## config.mk

```make
export PLATFORM = sky130hd
export DESIGN_NAME = adcx_device_flat
export DESIGN_NICKNAME = d
export VERILOG_FILES = /design/src/core/adcx_pkg.sv /design/src/core/adcx_if.sv /design/src/core/adcx_device.sv /design/src/flat_wrapper.sv
export SDC_FILE = /design/constraint.sdc
export NUM_CORES = 1
export LEC_CHECK = 0
export ABC_AREA = 1
export BUFFER_PORTS_ARGS = -buffer_cell sky130_fd_sc_hd__buf_2
export CAP_MARGIN = 25
export CELL_PAD_IN_SITES_DETAIL_PLACEMENT = 0
export CELL_PAD_IN_SITES_GLOBAL_PLACEMENT = 1
export CORE_ASPECT_RATIO = 1.2
export CORE_MARGIN = 2
export CORE_UTILIZATION = 44
export CTS_BUF_LIST = sky130_fd_sc_hd__clkbuf_4 sky130_fd_sc_hd__clkbuf_8 sky130_fd_sc_hd__clkbuf_16
export DETAILED_ROUTE_END_ITERATION = 16
export GPL_ROUTABILITY_DRIVEN = 0
export PLACE_DENSITY_LB_ADDON = 0.1
export SLEW_MARGIN = 20
export SYNTH_ARGS = -nofsm -noshare
export SYNTH_HDL_FRONTEND = slang
export SYNTH_SLANG_ARGS = --single-unit
```

## constraint.sdc

```tcl
create_clock -name clk -period 2.7 [get_ports clk]
set_input_delay 0.135 -clock clk [delete_from_list [all_inputs] [get_ports clk]]
set_output_delay 0.135 -clock clk [all_outputs]
set_load 0.05 [all_outputs]
```

## src/core/adcx_pkg.sv

```systemverilog
/*
  Shared constants for both ends of the converter's extended-control serial link:
  frame layout, register addresses, field positions, reset values and timing.
  Assumes a 20 MHz system clock on both ends.
*/
// Overview of operation
// - Gain code is 9 bits, 15:7
// - Gain code 0/0x100/0x1ff: low/nominal/high span
// - Host keeps gain within recommended bounds; here any 9-bit code is sent unchecked
// - Gain applies at once; resets to nominal
// - Fine phase code bits 15:7, resets zero
// - Host fills gain/fine bits 6:0 with ones
// - Phase enable resets zero; host sets trim-disable
// - Coarse magnitude bits 14:11, resets zero
// - Bit 10 low-frequency clock option, resets zero
// - Host fills coarse bits 9:0 with ones
// - Buffer size bits 15:14, upper resets one
// - Write-only, effective in extended mode only
// - Contents kept unchanged in power-down
package adcx_pkg;
  localparam int FRAME_BITS = 32;
  localparam logic [5:0] LAST_BIT = 6'h1f;
  localparam logic [11:0] FRAME_HDR = 12'h001;
  localparam int HDR_LO = 20;
  localparam int ADDR_LO = 16;
  localparam logic [3:0] ADDR_CFG = 4'h1;
  localparam logic [3:0] ADDR_GAIN = 4'h3;
  localparam logic [3:0] ADDR_FINE = 4'hd;
  localparam logic [3:0] ADDR_COARSE = 4'he;
  localparam logic [3:0] ADDR_CAPT = 4'hf;
  localparam int CODE_HI = 15;
  localparam int CODE_LO = 7;
  localparam int ENA_BIT = 15;
  localparam int MAG_HI = 14;
  localparam int MAG_LO = 11;
  localparam int LOWF_BIT = 10;
  localparam int BSZ_HI = 15;
  localparam int BSZ_LO = 14;
  localparam int ASTOP_BIT = 13;
  localparam int DUAL_BIT = 12;
  localparam logic [6:0] FILL_CODE = 7'h7f;
  localparam logic [9:0] FILL_COARSE = 10'h3ff;
  localparam logic [10:0] FILL_CAPT = 11'h7ff;
  localparam logic [15:0] CFG_TRIM_WORD = 16'hbeff;
  localparam logic [8:0] GAIN_RST = 9'h100;
  localparam logic [8:0] FINE_RST = 9'h000;
  localparam logic ENA_RST = 1'b0;
  localparam logic [3:0] MAG_RST = 4'h0;
  localparam logic LOWF_RST = 1'b0;
  localparam logic [1:0] BSZ_RST = 2'h2;
  localparam logic ASTOP_RST = 1'b0;
  localparam logic DUAL_RST = 1'b0;
  localparam logic [12:0] DEPTH_0 = 13'h0200;
  localparam logic [12:0] DEPTH_1 = 13'h0400;
  localparam logic [12:0] DEPTH_2 = 13'h0800;
  localparam logic [12:0] DEPTH_3 = 13'h1000;
  localparam int CLK_PERIOD_NS = 50;
  localparam int SCLK_PERIOD_NS = 400;
  localparam logic [3:0] SCLK_HALF_CYC = 4'(SCLK_PERIOD_NS / (2 * CLK_PERIOD_NS));
  localparam logic [2:0] HREG_GAIN = 3'h0;
  localparam logic [2:0] HREG_FINE = 3'h1;
  localparam logic [2:0] HREG_COARSE = 3'h2;
  localparam logic [2:0] HREG_CAPT = 3'h3;
  localparam logic [2:0] HREG_STAT = 3'h4;
  localparam int HC_ENA = 5;
  localparam int HC_MAG_LO = 1;
  localparam int PEND_CFG = 0;
  localparam int PEND_GAIN = 1;
  localparam int PEND_FINE = 2;
  localparam int PEND_COARSE = 3;
  localparam int PEND_CAPT = 4;
endpackage : adcx_pkg

```

## src/core/adcx_if.sv

```systemverilog
/*
  Serial control link between host and converter.
  Assumes the host makes the serial clock; all wires are one-way.
*/
`timescale 1ns/1ps
interface adcx_if;
  logic sclk;
  logic scs_n;
  logic sdata;
  modport host (output sclk, output scs_n, output sdata);
  modport device (input sclk, input scs_n, input sdata);
endinterface : adcx_if

```

## src/core/adcx_device.sv

```systemverilog
/*
  Converter end: serial frame receiver, write-only extended-control
  registers and the capture buffer write control.
  Assumes link pins and mode pins are asynchronous to clk.
*/
// Chosen here: the address-and-strobe port.
`timescale 1ns/1ps
module adcx_device (
  // Clock and reset
  input wire logic clk,
  input wire logic arst_n,
  // Serial link
  adcx_if.device lk,
  // Mode pins
  input wire logic ext_mode_pin,
  input wire logic pwrdn_pin,
  // Capture stream
  input wire logic cap_valid,
  input wire logic [7:0] cap_data,
  input wire logic cap_restart,
  // Effective settings
  output logic [8:0] gain_code,
  output logic [8:0] fine_phase,
  output logic coarse_enable,
  output logic [3:0] coarse_adjust_magnitude,
  output logic low_freq_sample_clock,
  output logic [1:0] buffer_size_select,
  output logic auto_stop_write,
  output logic dual_port_output_enable,
  // Capture status and output ports
  output logic buffer_full_flag,
  output logic [7:0] port_a_data,
  output logic port_a_valid,
  output logic [7:0] port_b_data,
  output logic port_b_valid
);
  import adcx_pkg::*;

  logic [4:0] pin_in;
  logic [4:0] meta_r;
  logic [4:0] sync_r;
  logic sclk_d_r;
  logic [31:0] shift_r;
  logic [5:0] bit_cnt_r;
  logic [8:0] gain_r;
  logic [8:0] fine_r;
  logic ena_r;
  logic [3:0] mag_r;
  logic lowf_r;
  logic [1:0] bsz_r;
  logic astop_r;
  logic dual_r;
  logic [12:0] wr_cnt_r;
  logic ab_sel_r;

  // Every link and mode pin goes through two flops
  assign pin_in = {lk.sclk, lk.scs_n, lk.sdata, ext_mode_pin, pwrdn_pin};

  always_ff @(posedge clk or negedge arst_n) begin
    if (!arst_n) begin
      meta_r <= 5'h08;
      sync_r <= 5'h08;
      sclk_d_r <= 1'b0;
    end else begin
      meta_r <= pin_in;
      sync_r <= meta_r;
      sclk_d_r <= sync_r[4];
    end
  end

  wire sclk_s = sync_r[4];
  wire cs_n_s = sync_r[3];
  wire sdat_s = sync_r[2];
  wire ext_s = sync_r[1];
  wire pd_s = sync_r[0];

  // Frame receiver, sampled on the rising serial clock
  wire take_bit = sclk_s & ~sclk_d_r & ~cs_n_s;
  wire [31:0] shift_nxt = {shift_r[30:0], sdat_s};
  wire frame_done = take_bit && (bit_cnt_r == LAST_BIT);
  wire [5:0] bit_cnt_nxt = cs_n_s ? 6'h00 :
                           frame_done ? 6'h00 :
                           take_bit ? bit_cnt_r + 6'h01 : bit_cnt_r;
  wire [11:0] rx_hdr = shift_nxt[FRAME_BITS-1:HDR_LO];
  wire [3:0] rx_addr = shift_nxt[HDR_LO-1:ADDR_LO];
  wire [15:0] rx_data = shift_nxt[15:0];

  // No writes land outside extended mode or during power-down
  wire wr_ok = frame_done && (rx_hdr == FRAME_HDR) && ext_s && !pd_s;
  wire wr_gain = wr_ok && (rx_addr == ADDR_GAIN);
  wire wr_fine = wr_ok && (rx_addr == ADDR_FINE);
  wire wr_coarse = wr_ok && (rx_addr == ADDR_COARSE);
  wire wr_capt = wr_ok && (rx_addr == ADDR_CAPT);

  always_ff @(posedge clk or negedge arst_n) begin
    if (!arst_n) begin
      shift_r <= 32'h0000_0000;
      bit_cnt_r <= 6'h00;
    end else begin
      if (take_bit) begin
        shift_r <= shift_nxt;
      end
      bit_cnt_r <= bit_cnt_nxt;
    end
  end

  // Stored register contents; low fill bits are discarded
  always_ff @(posedge clk or negedge arst_n) begin
    if (!arst_n) begin
      gain_r <= GAIN_RST;
      fine_r <= FINE_RST;
    end else begin
      if (wr_gain) begin
        gain_r <= rx_data[CODE_HI:CODE_LO];
      end
      if (wr_fine) begin
        fine_r <= rx_data[CODE_HI:CODE_LO];
      end
    end
  end

  always_ff @(posedge clk or negedge arst_n) begin
    if (!arst_n) begin
      ena_r <= ENA_RST;
      mag_r <= MAG_RST;
      lowf_r <= LOWF_RST;
    end else if (wr_coarse) begin
      ena_r <= rx_data[ENA_BIT];
      mag_r <= rx_data[MAG_HI:MAG_LO];
      lowf_r <= rx_data[LOWF_BIT];
    end
  end

  always_ff @(posedge clk or negedge arst_n) begin
    if (!arst_n) begin
      bsz_r <= BSZ_RST;
      astop_r <= ASTOP_RST;
      dual_r <= DUAL_RST;
    end else if (wr_capt) begin
      bsz_r <= rx_data[BSZ_HI:BSZ_LO];
      astop_r <= rx_data[ASTOP_BIT];
      dual_r <= rx_data[DUAL_BIT];
    end
  end

  // Settings take effect directly, no calibration step in between
  always_ff @(posedge clk or negedge arst_n) begin
    if (!arst_n) begin
      gain_code <= GAIN_RST;
      fine_phase <= FINE_RST;
      coarse_enable <= ENA_RST;
      coarse_adjust_magnitude <= MAG_RST;
      low_freq_sample_clock <= LOWF_RST;
      buffer_size_select <= BSZ_RST;
      auto_stop_write <= ASTOP_RST;
      dual_port_output_enable <= DUAL_RST;
    end else if (ext_s) begin
      gain_code <= gain_r;
      fine_phase <= fine_r;
      coarse_enable <= ena_r;
      coarse_adjust_magnitude <= mag_r;
      low_freq_sample_clock <= lowf_r;
      buffer_size_select <= bsz_r;
      auto_stop_write <= astop_r;
      dual_port_output_enable <= dual_r;
    end else begin
      // Normal mode: stored values stay but are not applied
      gain_code <= GAIN_RST;
      fine_phase <= FINE_RST;
      coarse_enable <= ENA_RST;
      coarse_adjust_magnitude <= MAG_RST;
      low_freq_sample_clock <= LOWF_RST;
      buffer_size_select <= BSZ_RST;
      auto_stop_write <= ASTOP_RST;
      dual_port_output_enable <= DUAL_RST;
    end
  end

  // Capture buffer write control, one buffer for both ports
  wire [12:0] depth = (buffer_size_select == 2'h0) ? DEPTH_0 :
                      (buffer_size_select == 2'h1) ? DEPTH_1 :
                      (buffer_size_select == 2'h2) ? DEPTH_2 : DEPTH_3;
  wire stop_wr = auto_stop_write && buffer_full_flag;
  wire cap_wr = cap_valid && !stop_wr;
  wire last_slot = (wr_cnt_r + 13'h0001) >= depth;
  wire fill_evt = cap_wr && last_slot && auto_stop_write;
  wire [12:0] wr_cnt_nxt = cap_restart ? 13'h0000 :
                           !cap_wr ? wr_cnt_r :
                           last_slot ? 13'h0000 : wr_cnt_r + 13'h0001;

  always_ff @(posedge clk or negedge arst_n) begin
    if (!arst_n) begin
      wr_cnt_r <= 13'h0000;
      buffer_full_flag <= 1'b0;
    end else begin
      wr_cnt_r <= wr_cnt_nxt;
      // A fill in the restart cycle still raises the flag
      buffer_full_flag <= fill_evt | (buffer_full_flag & ~cap_restart);
    end
  end

  // Dual-port mode alternates samples, else port A carries all
  wire to_b = dual_port_output_enable && ab_sel_r;

  always_ff @(posedge clk or negedge arst_n) begin
    if (!arst_n) begin
      ab_sel_r <= 1'b0;
      port_a_data <= 8'h00;
      port_a_valid <= 1'b0;
      port_b_data <= 8'h00;
      port_b_valid <= 1'b0;
    end else begin
      if (cap_restart || !dual_port_output_enable) begin
        ab_sel_r <= 1'b0;
      end else if (cap_wr) begin
        ab_sel_r <= ~ab_sel_r;
      end
      port_a_valid <= cap_wr && !to_b;
      port_b_valid <= cap_wr && to_b;
      if (cap_wr && !to_b) begin
        port_a_data <= cap_data;
      end
      if (cap_wr && to_b) begin
        port_b_data <= cap_data;
      end
    end
  end
endmodule : adcx_device

```

## src/flat_wrapper.sv

```systemverilog
// flat-port wrapper written by rule: the top's interface ports become plain ports
module adcx_device_flat import adcx_pkg::*;
  (clk, arst_n, ext_mode_pin, pwrdn_pin, cap_valid, cap_data, cap_restart, gain_code, fine_phase, coarse_enable, coarse_adjust_magnitude, low_freq_sample_clock, buffer_size_select, auto_stop_write, dual_port_output_enable, buffer_full_flag, port_a_data, port_a_valid, port_b_data, port_b_valid, lk_sclk, lk_scs_n, lk_sdata);
  adcx_if lk_i ();
  input wire logic clk;
  input wire logic arst_n;
  input wire logic ext_mode_pin;
  input wire logic pwrdn_pin;
  input wire logic cap_valid;
  input wire logic [7:0] cap_data;
  input wire logic cap_restart;
  output logic [8:0] gain_code;
  output logic [8:0] fine_phase;
  output logic coarse_enable;
  output logic [3:0] coarse_adjust_magnitude;
  output logic low_freq_sample_clock;
  output logic [1:0] buffer_size_select;
  output logic auto_stop_write;
  output logic dual_port_output_enable;
  output logic buffer_full_flag;
  output logic [7:0] port_a_data;
  output logic port_a_valid;
  output logic [7:0] port_b_data;
  output logic port_b_valid;
  input wire logic [$bits(lk_i.sclk)-1:0] lk_sclk;
  input wire logic [$bits(lk_i.scs_n)-1:0] lk_scs_n;
  input wire logic [$bits(lk_i.sdata)-1:0] lk_sdata;
  assign lk_i.sclk = lk_sclk;
  assign lk_i.scs_n = lk_scs_n;
  assign lk_i.sdata = lk_sdata;
  adcx_device u_core (.clk(clk), .arst_n(arst_n), .lk(lk_i), .ext_mode_pin(ext_mode_pin), .pwrdn_pin(pwrdn_pin), .cap_valid(cap_valid), .cap_data(cap_data), .cap_restart(cap_restart), .gain_code(gain_code), .fine_phase(fine_phase), .coarse_enable(coarse_enable), .coarse_adjust_magnitude(coarse_adjust_magnitude), .low_freq_sample_clock(low_freq_sample_clock), .buffer_size_select(buffer_size_select), .auto_stop_write(auto_stop_write), .dual_port_output_enable(dual_port_output_enable), .buffer_full_flag(buffer_full_flag), .port_a_data(port_a_data), .port_a_valid(port_a_valid), .port_b_data(port_b_data), .port_b_valid(port_b_valid));
endmodule
```

### Word-level counts from Yosys, hierarchy flattened

Index checks and enable logic that the tools add are counted.

* register bits: 137
* logic and storage cells: 90
* bits of input ports: 17
* output and inout port bits: 47

* $add $sub $neg: 2
* mux-type cells: 19
* equality and inequality tests: 8
* order comparisons: 1
* bitwise logic cells: 8
* reductions and logical operators: 24

Operators with widths (count)
* $mux W13: 6
* $mux W6: 3
* $mux W9: 2
* $logic_and A1 B1 Y1: 15
* $add A13 B1 Y13 const B: 1
* $ge A13 B13 Y1: 1
* $eq A12 B1 Y1 const B: 1
* $eq A4 B4 Y1 const B: 3
* $add A6 B1 Y6 const B: 1
* $eq A6 B5 Y1 const B: 1
* $mux W1: 6
* $eq A4 B2 Y1 const B: 1
* $logic_not A1 Y1: 4
* $mux W4: 1
* $not A1 Y1: 4
* $reduce_bool A2 Y1: 2
* $and A1 B1 Y1: 3
* $reduce_bool A3 Y1: 1
* $eq A2 B1 Y1 const B: 1
* $eq A2 B2 Y1 const B: 1
* $logic_not A2 Y1: 1
* $mux W2: 1
* $logic_or A1 B1 Y1: 1
* $or A1 B1 Y1: 1

### Depth between registers and ports, before layout

* depth in word-level cells: 8
* depth in mapped cells: 17
* depth with buffers taken out: 16

### Worst setup path after synthesis

No wires, ideal clock.

* path kind: register -> register
* from: register u_core.wr_cnt_r[0]
* to: register u_core.wr_cnt_r[12]
* arrival: 2267 ps
* path buffers: 1
* clock period less this slack: 2332 ps
* path slack: 368 ps
* cell stages (with the launch flop): 14
* library setup time: 66 ps
* path through: dfrtp_1 -> ha_1 -> nand2_1 -> nor2_1 -> nand4_1 -> nand2_1 -> inv_1 -> ha_1 -> nand2_1 -> nor2_1 -> a211oi_1 -> buf_2 -> nand3_1 -> nand2_1

* word-level cells in the longest chain between the ends: 5

RTL lines
* start, declared: line adcx_device.sv:53 `logic [12:0] wr_cnt_r;`
* start signal, assigned: line adcx_device.sv:196 `wr_cnt_r <= wr_cnt_nxt;`
* $add A13 B1 Y13 *: line adcx_device.sv:185, adcx_device.sv:189
* $ge A13 B13 Y1: line adcx_device.sv:185 `wire last_slot = (wr_cnt_r + 13'h0001) >= depth;`
* $mux W13 *: line adcx_device.sv:189 `last_slot ? 13'h0000 : wr_cnt_r + 13'h0001;`
* $mux W13 *: line adcx_device.sv:188 `!cap_wr ? wr_cnt_r :`
* $mux W13 *: line adcx_device.sv:187 `wire [12:0] wr_cnt_nxt = cap_restart ? 13'h0000 :`

Every way passes the cells marked *; elsewhere a longest branch is shown, timed or not. The select of a mux whose other input is x is not followed.
A chain may end at the register's enable or synchronous reset.

### Final worst setup path

Same ends and word-level chain as after synthesis.

==> run_results.csv <==
group,metric,value,unit
placement,io_buffers,63,
die,die_y,128,um
cts,clock_sinks,137,
final_layout,multi_input_area,1860,um^2
synthesis,synth_top_area_share,57.7,%
drt,drt-initial-drc-count,317,
synthesis,avgSynthCellArea,8.92,um^2
timing,setup_violations,0,
synthesis,syn_nets,660,
final_layout,fin_util,55.0,%
setup_path,r2r_end,"u_core.wr_cnt_r[12]",
setup_path,cp.required,3010,ps
timing,slew_headroom,36.0,%
run_status,status,"complete, no violations",
global_route,gr-usage-all-layers,18.0,%
synthesis,synth_compound_area_share,7.77,%
cts,tritoncts,"built",
synthesis,synth_area_leaders,"dfrtp_1 (58%), nand2_1 (14%), inv_1 (5.5%), o21ai_0 (4.6%), dfstp_2 (2.8%)",
final_layout,nFillCells,1216,
global_route,first_global_vias,4176,
synthesis,synth-main-ff-cell,"dfrtp_1",
setup_path,critPathLaunch,"u_core.wr_cnt_r[0]",
final_layout,diodes,0,
synthesis,synth_edf_count,0,
final_layout,nets,747,
synthesis,synth_cell_types,33,
setup_path,worstReg2RegStart,"u_core.wr_cnt_r[0]",
setup_path,reg2regPathDepth,16,
drt,firstDrtPassIters,4,
drt,drc,0,
drt,vias,4240,
global_route,antenna_found_initial,0,
setup_path,crit_slowest_cell,"dfrtp_1",
global_route,grt_pass1_wl,19300,um
die,pin_count,64,
global_route,grt-ovfl-total,0,
synthesis,synth-seq-cells,137,
setup_path,arrival,2770,ps
die,initial_core_util,45.0,%
final_layout,final_common_cell,"nand2_1",
power,ir_drop,0.000409,V
timing,hold_viol,0,
timing,rsz0062_at_grt,"no",
power,p_leak,3.72,nW
setup_path,worst_setup_path_end_kind,"flop",
timing,drv_slew,0,
timing,fin_crit,2460,ps
die,die-area,13800,um^2
drt,wirelength,11400,um
setup_path,crit_cells,16,
cts,htree_levels,4,
final_layout,layout_common_cells,"nand2_1 (215), dfrtp_1 (131), inv_1 (84)",
synthesis,post_synth_xor_area_fraction,0.462,%
cts,clockBufferDepth,2,
setup_path,cp_cell_sequence,"ha_1 -> nand2_1 -> nor2_1 -> buf_4 -> nand3_1 -> nand2_1 -> nand2_1 -> inv_1 -> ha_1 -> nand2_1 -> nor2_1 -> nand2_1 -> nor2_2 -> nand3_2 -> nand3_1 -> nand2_1",
setup_path,critical_path_class,"flop to flop",
timing,max_freq,406,MHz
timing,fin_crit_sh,91.2,%
timing,setup_tns,0,ps
setup_path,critPathLaunchType,"flop",
final_layout,area_delta_synth_final,22.0,%
synthesis,async_flop_share,100,%
setup_path,r2r_setup_slack,240,ps
synthesis,ys_seq_area_share,60.5,%
synthesis,ys_warn_count,0,
drt,vias_per_cell,4.71,
synthesis,yosys-mux-area-fraction,0,%
die,rows,45,
power,pwr_density_cell,662,nW/um^2
cts,root_buffer,"clkbuf_16",
placement,dpl_cell_area,6200,um^2
setup_path,crit_top_cell,"nand2_1",
drt,drtAntennaViolNets,0,
cts,clk_pin_slew,50,ps
die,fp.coreArea,12600,um^2
synthesis,synth-simple-area-share,22.9,%
synthesis,synth_fa_ha_area_share,1.32,%
setup_path,cp_max_fo,7,
synthesis,synth_top_family_by_area,"simple AND/OR/NAND/NOR gates",
synthesis,synth_area,5680,um^2
global_route,grt_max_degree,94,
synthesis,yosys.area.top_type,"dfrtp_1",
timing,worstMarginPinSlew,957,ps
final_layout,drive_gt1_share,18.2,%
setup_path,endpoint,"u_core.wr_cnt_r[12]",
final_layout,area.sequential,3440,um^2
cts,clk_latency,420,ps
die,fp.dieW,108,um
setup_path,critPathBufInv,2,
timing,skew,4.27,ps
drt,wl_per_cell,12.7,um
cts,cts_buffers,17,
min_path,min_path_type,"primary input to flop",
final_layout,fin_area,6930,um^2
setup_path,worst_path_largest_cell_delay,420,ps
setup_path,path_delay_family,"simple AND/OR/NAND/NOR gates",
placement,dpl.hpwl,7710,um
synthesis,postSynthCellCount,637,
job,maxCapViolCount,0,
[power by group]
part / switching, mW / total (mW) / internal [mW] / leakage [nW]
logic: 0.178 / 0.252 / 0.0739 / 1.60
clock network: 0.852 / 2.18 / 1.33 / 0.272
registers: 0.0388 / 2.16 / 2.12 / 1.85
[synthesized netlist by cell type, types with 2 or more instances]
library cell and n:
ha_1 6, o21bai_1 2, a21oi_1 9, nand3b_1 2, xor2_1 2, nand2_1 215, nor2_1 37, nand3_1 24
or2_2 3, dfrtp_1 131, inv_1 84, buf_2 3, o21ai_1 3, dfstp_2 6, nand4_1 11, nand3_2 3
o21ai_2 9, nor3_1 5, o21ai_0 52, clkbuf_1 15, o22ai_1 2, nand2_2 2
[routing by layer]
| layer | vias to the layer above | global-route usage (%) | share of wire (%) |
|---|---|---|---|
| li1 | 2162 | - | - |
| met1 | 2001 | 21.6 | 44 |
| met2 | 60 | 30.3 | 51 |
| met3 | 17 | 5.22 | 3.5 |
| met4 | 0 | 7.92 | 1.9 |
| met5 | - | 0 | 0 |
[cells by family after synthesis]
| group | Yosys count |
|---|---|
| fa+ha+maj | 6 |
| compound gates | 79 |
| flops | 137 |
| simple gates | 308 |
| xor+xnor | 3 |
| buf+inv | 104 |
[worst min path at each step]
stage | slack (ps) | from | depth (start not counted) | endpoint
6_report | 10 | cap_valid | 3 | u_core.port_a_valid
5_1_grt | 20 | cap_valid | 3 | u_core.port_a_valid
4_1_cts | 0.3 | cap_valid | 3 | u_core.port_a_valid
3_5_place_dp | 90 | arst_n | 1 | u_core.wr_cnt_r[11]
3_3_place_gp | 80 | arst_n | 1 | u_core.wr_cnt_r[11]
2_1_floorplan | -160 | arst_n | 0 | u_core.ab_sel_r
[metrics by stage]
| stage | std cells | worst slack (ps) | hold slack [ps] | power [mW] |
|---|---|---|---|---|
| finish | 901 | 237 | 14.6 | 4.59 |
| global route | 901 | 25.6 | 20.2 | 4.79 |
| CTS | 900 | 200 | 0.262 | 4.66 |
| detailed placement | 853 | 186 | 87.1 | 2.44 |
| global placement | 853 | 255 | 82.6 | 2.43 |
| floorplan | 637 | 368 | -161 | 2.33 |
[state kept, by name, summed over array words and instances (netlist names), 2 cells and up]
signal / count
u_core.bit_cnt_r: 6
u_core.buffer_size_select: 2
u_core.coarse_adjust_magnitude: 4
u_core.port_b_data: 8
u_core.fine_phase: 9
u_core.wr_cnt_r: 13
u_core.port_a_data: 8
u_core.shift_r: 31
u_core.gain_code: 9
u_core.meta_r: 5
u_core.fine_r: 9
u_core.mag_r: 4
u_core.sync_r: 5
u_core.bsz_r: 2
u_core.gain_r: 9
[final cells by class]
| class | count | area share, % |
|---|---|---|
| Timing Repair Buffer | 86 | 7.85 |
| Sequential cell | 137 | 49.5 |
| Tap cell | 164 | 2.96 |
| Clock buffer | 21 | 6.75 |
| Clock inverter | 11 | 1.41 |
| Multi-Input combinational cell | 397 | 26.9 |
| Inverter | 85 | 4.60 |
[worst register-to-register path: stages, from the launching register on]
cell,delay [ps]
dfrtp_1,420
ha_1,280
nand2_1,100
nor2_1,50
buf_4,140
nand3_1,70
nand2_1,50
nand2_1,70
inv_1,50
ha_1,290
nand2_1,70
nor2_1,100
nand2_1,60
nor2_2,200
nand3_2,220
nand3_1,130
nand2_1,60
[timing repair]
item / CTS / global route
hold endpoints to repair: 66 / 0
hold buffers: 15 / 0
buffers inserted: 0 / 0
endpoints found under the setup margin: 0 / 14
resized for setup: 0 / 2
Note: power is estimated with default switching activity, not from simulation.
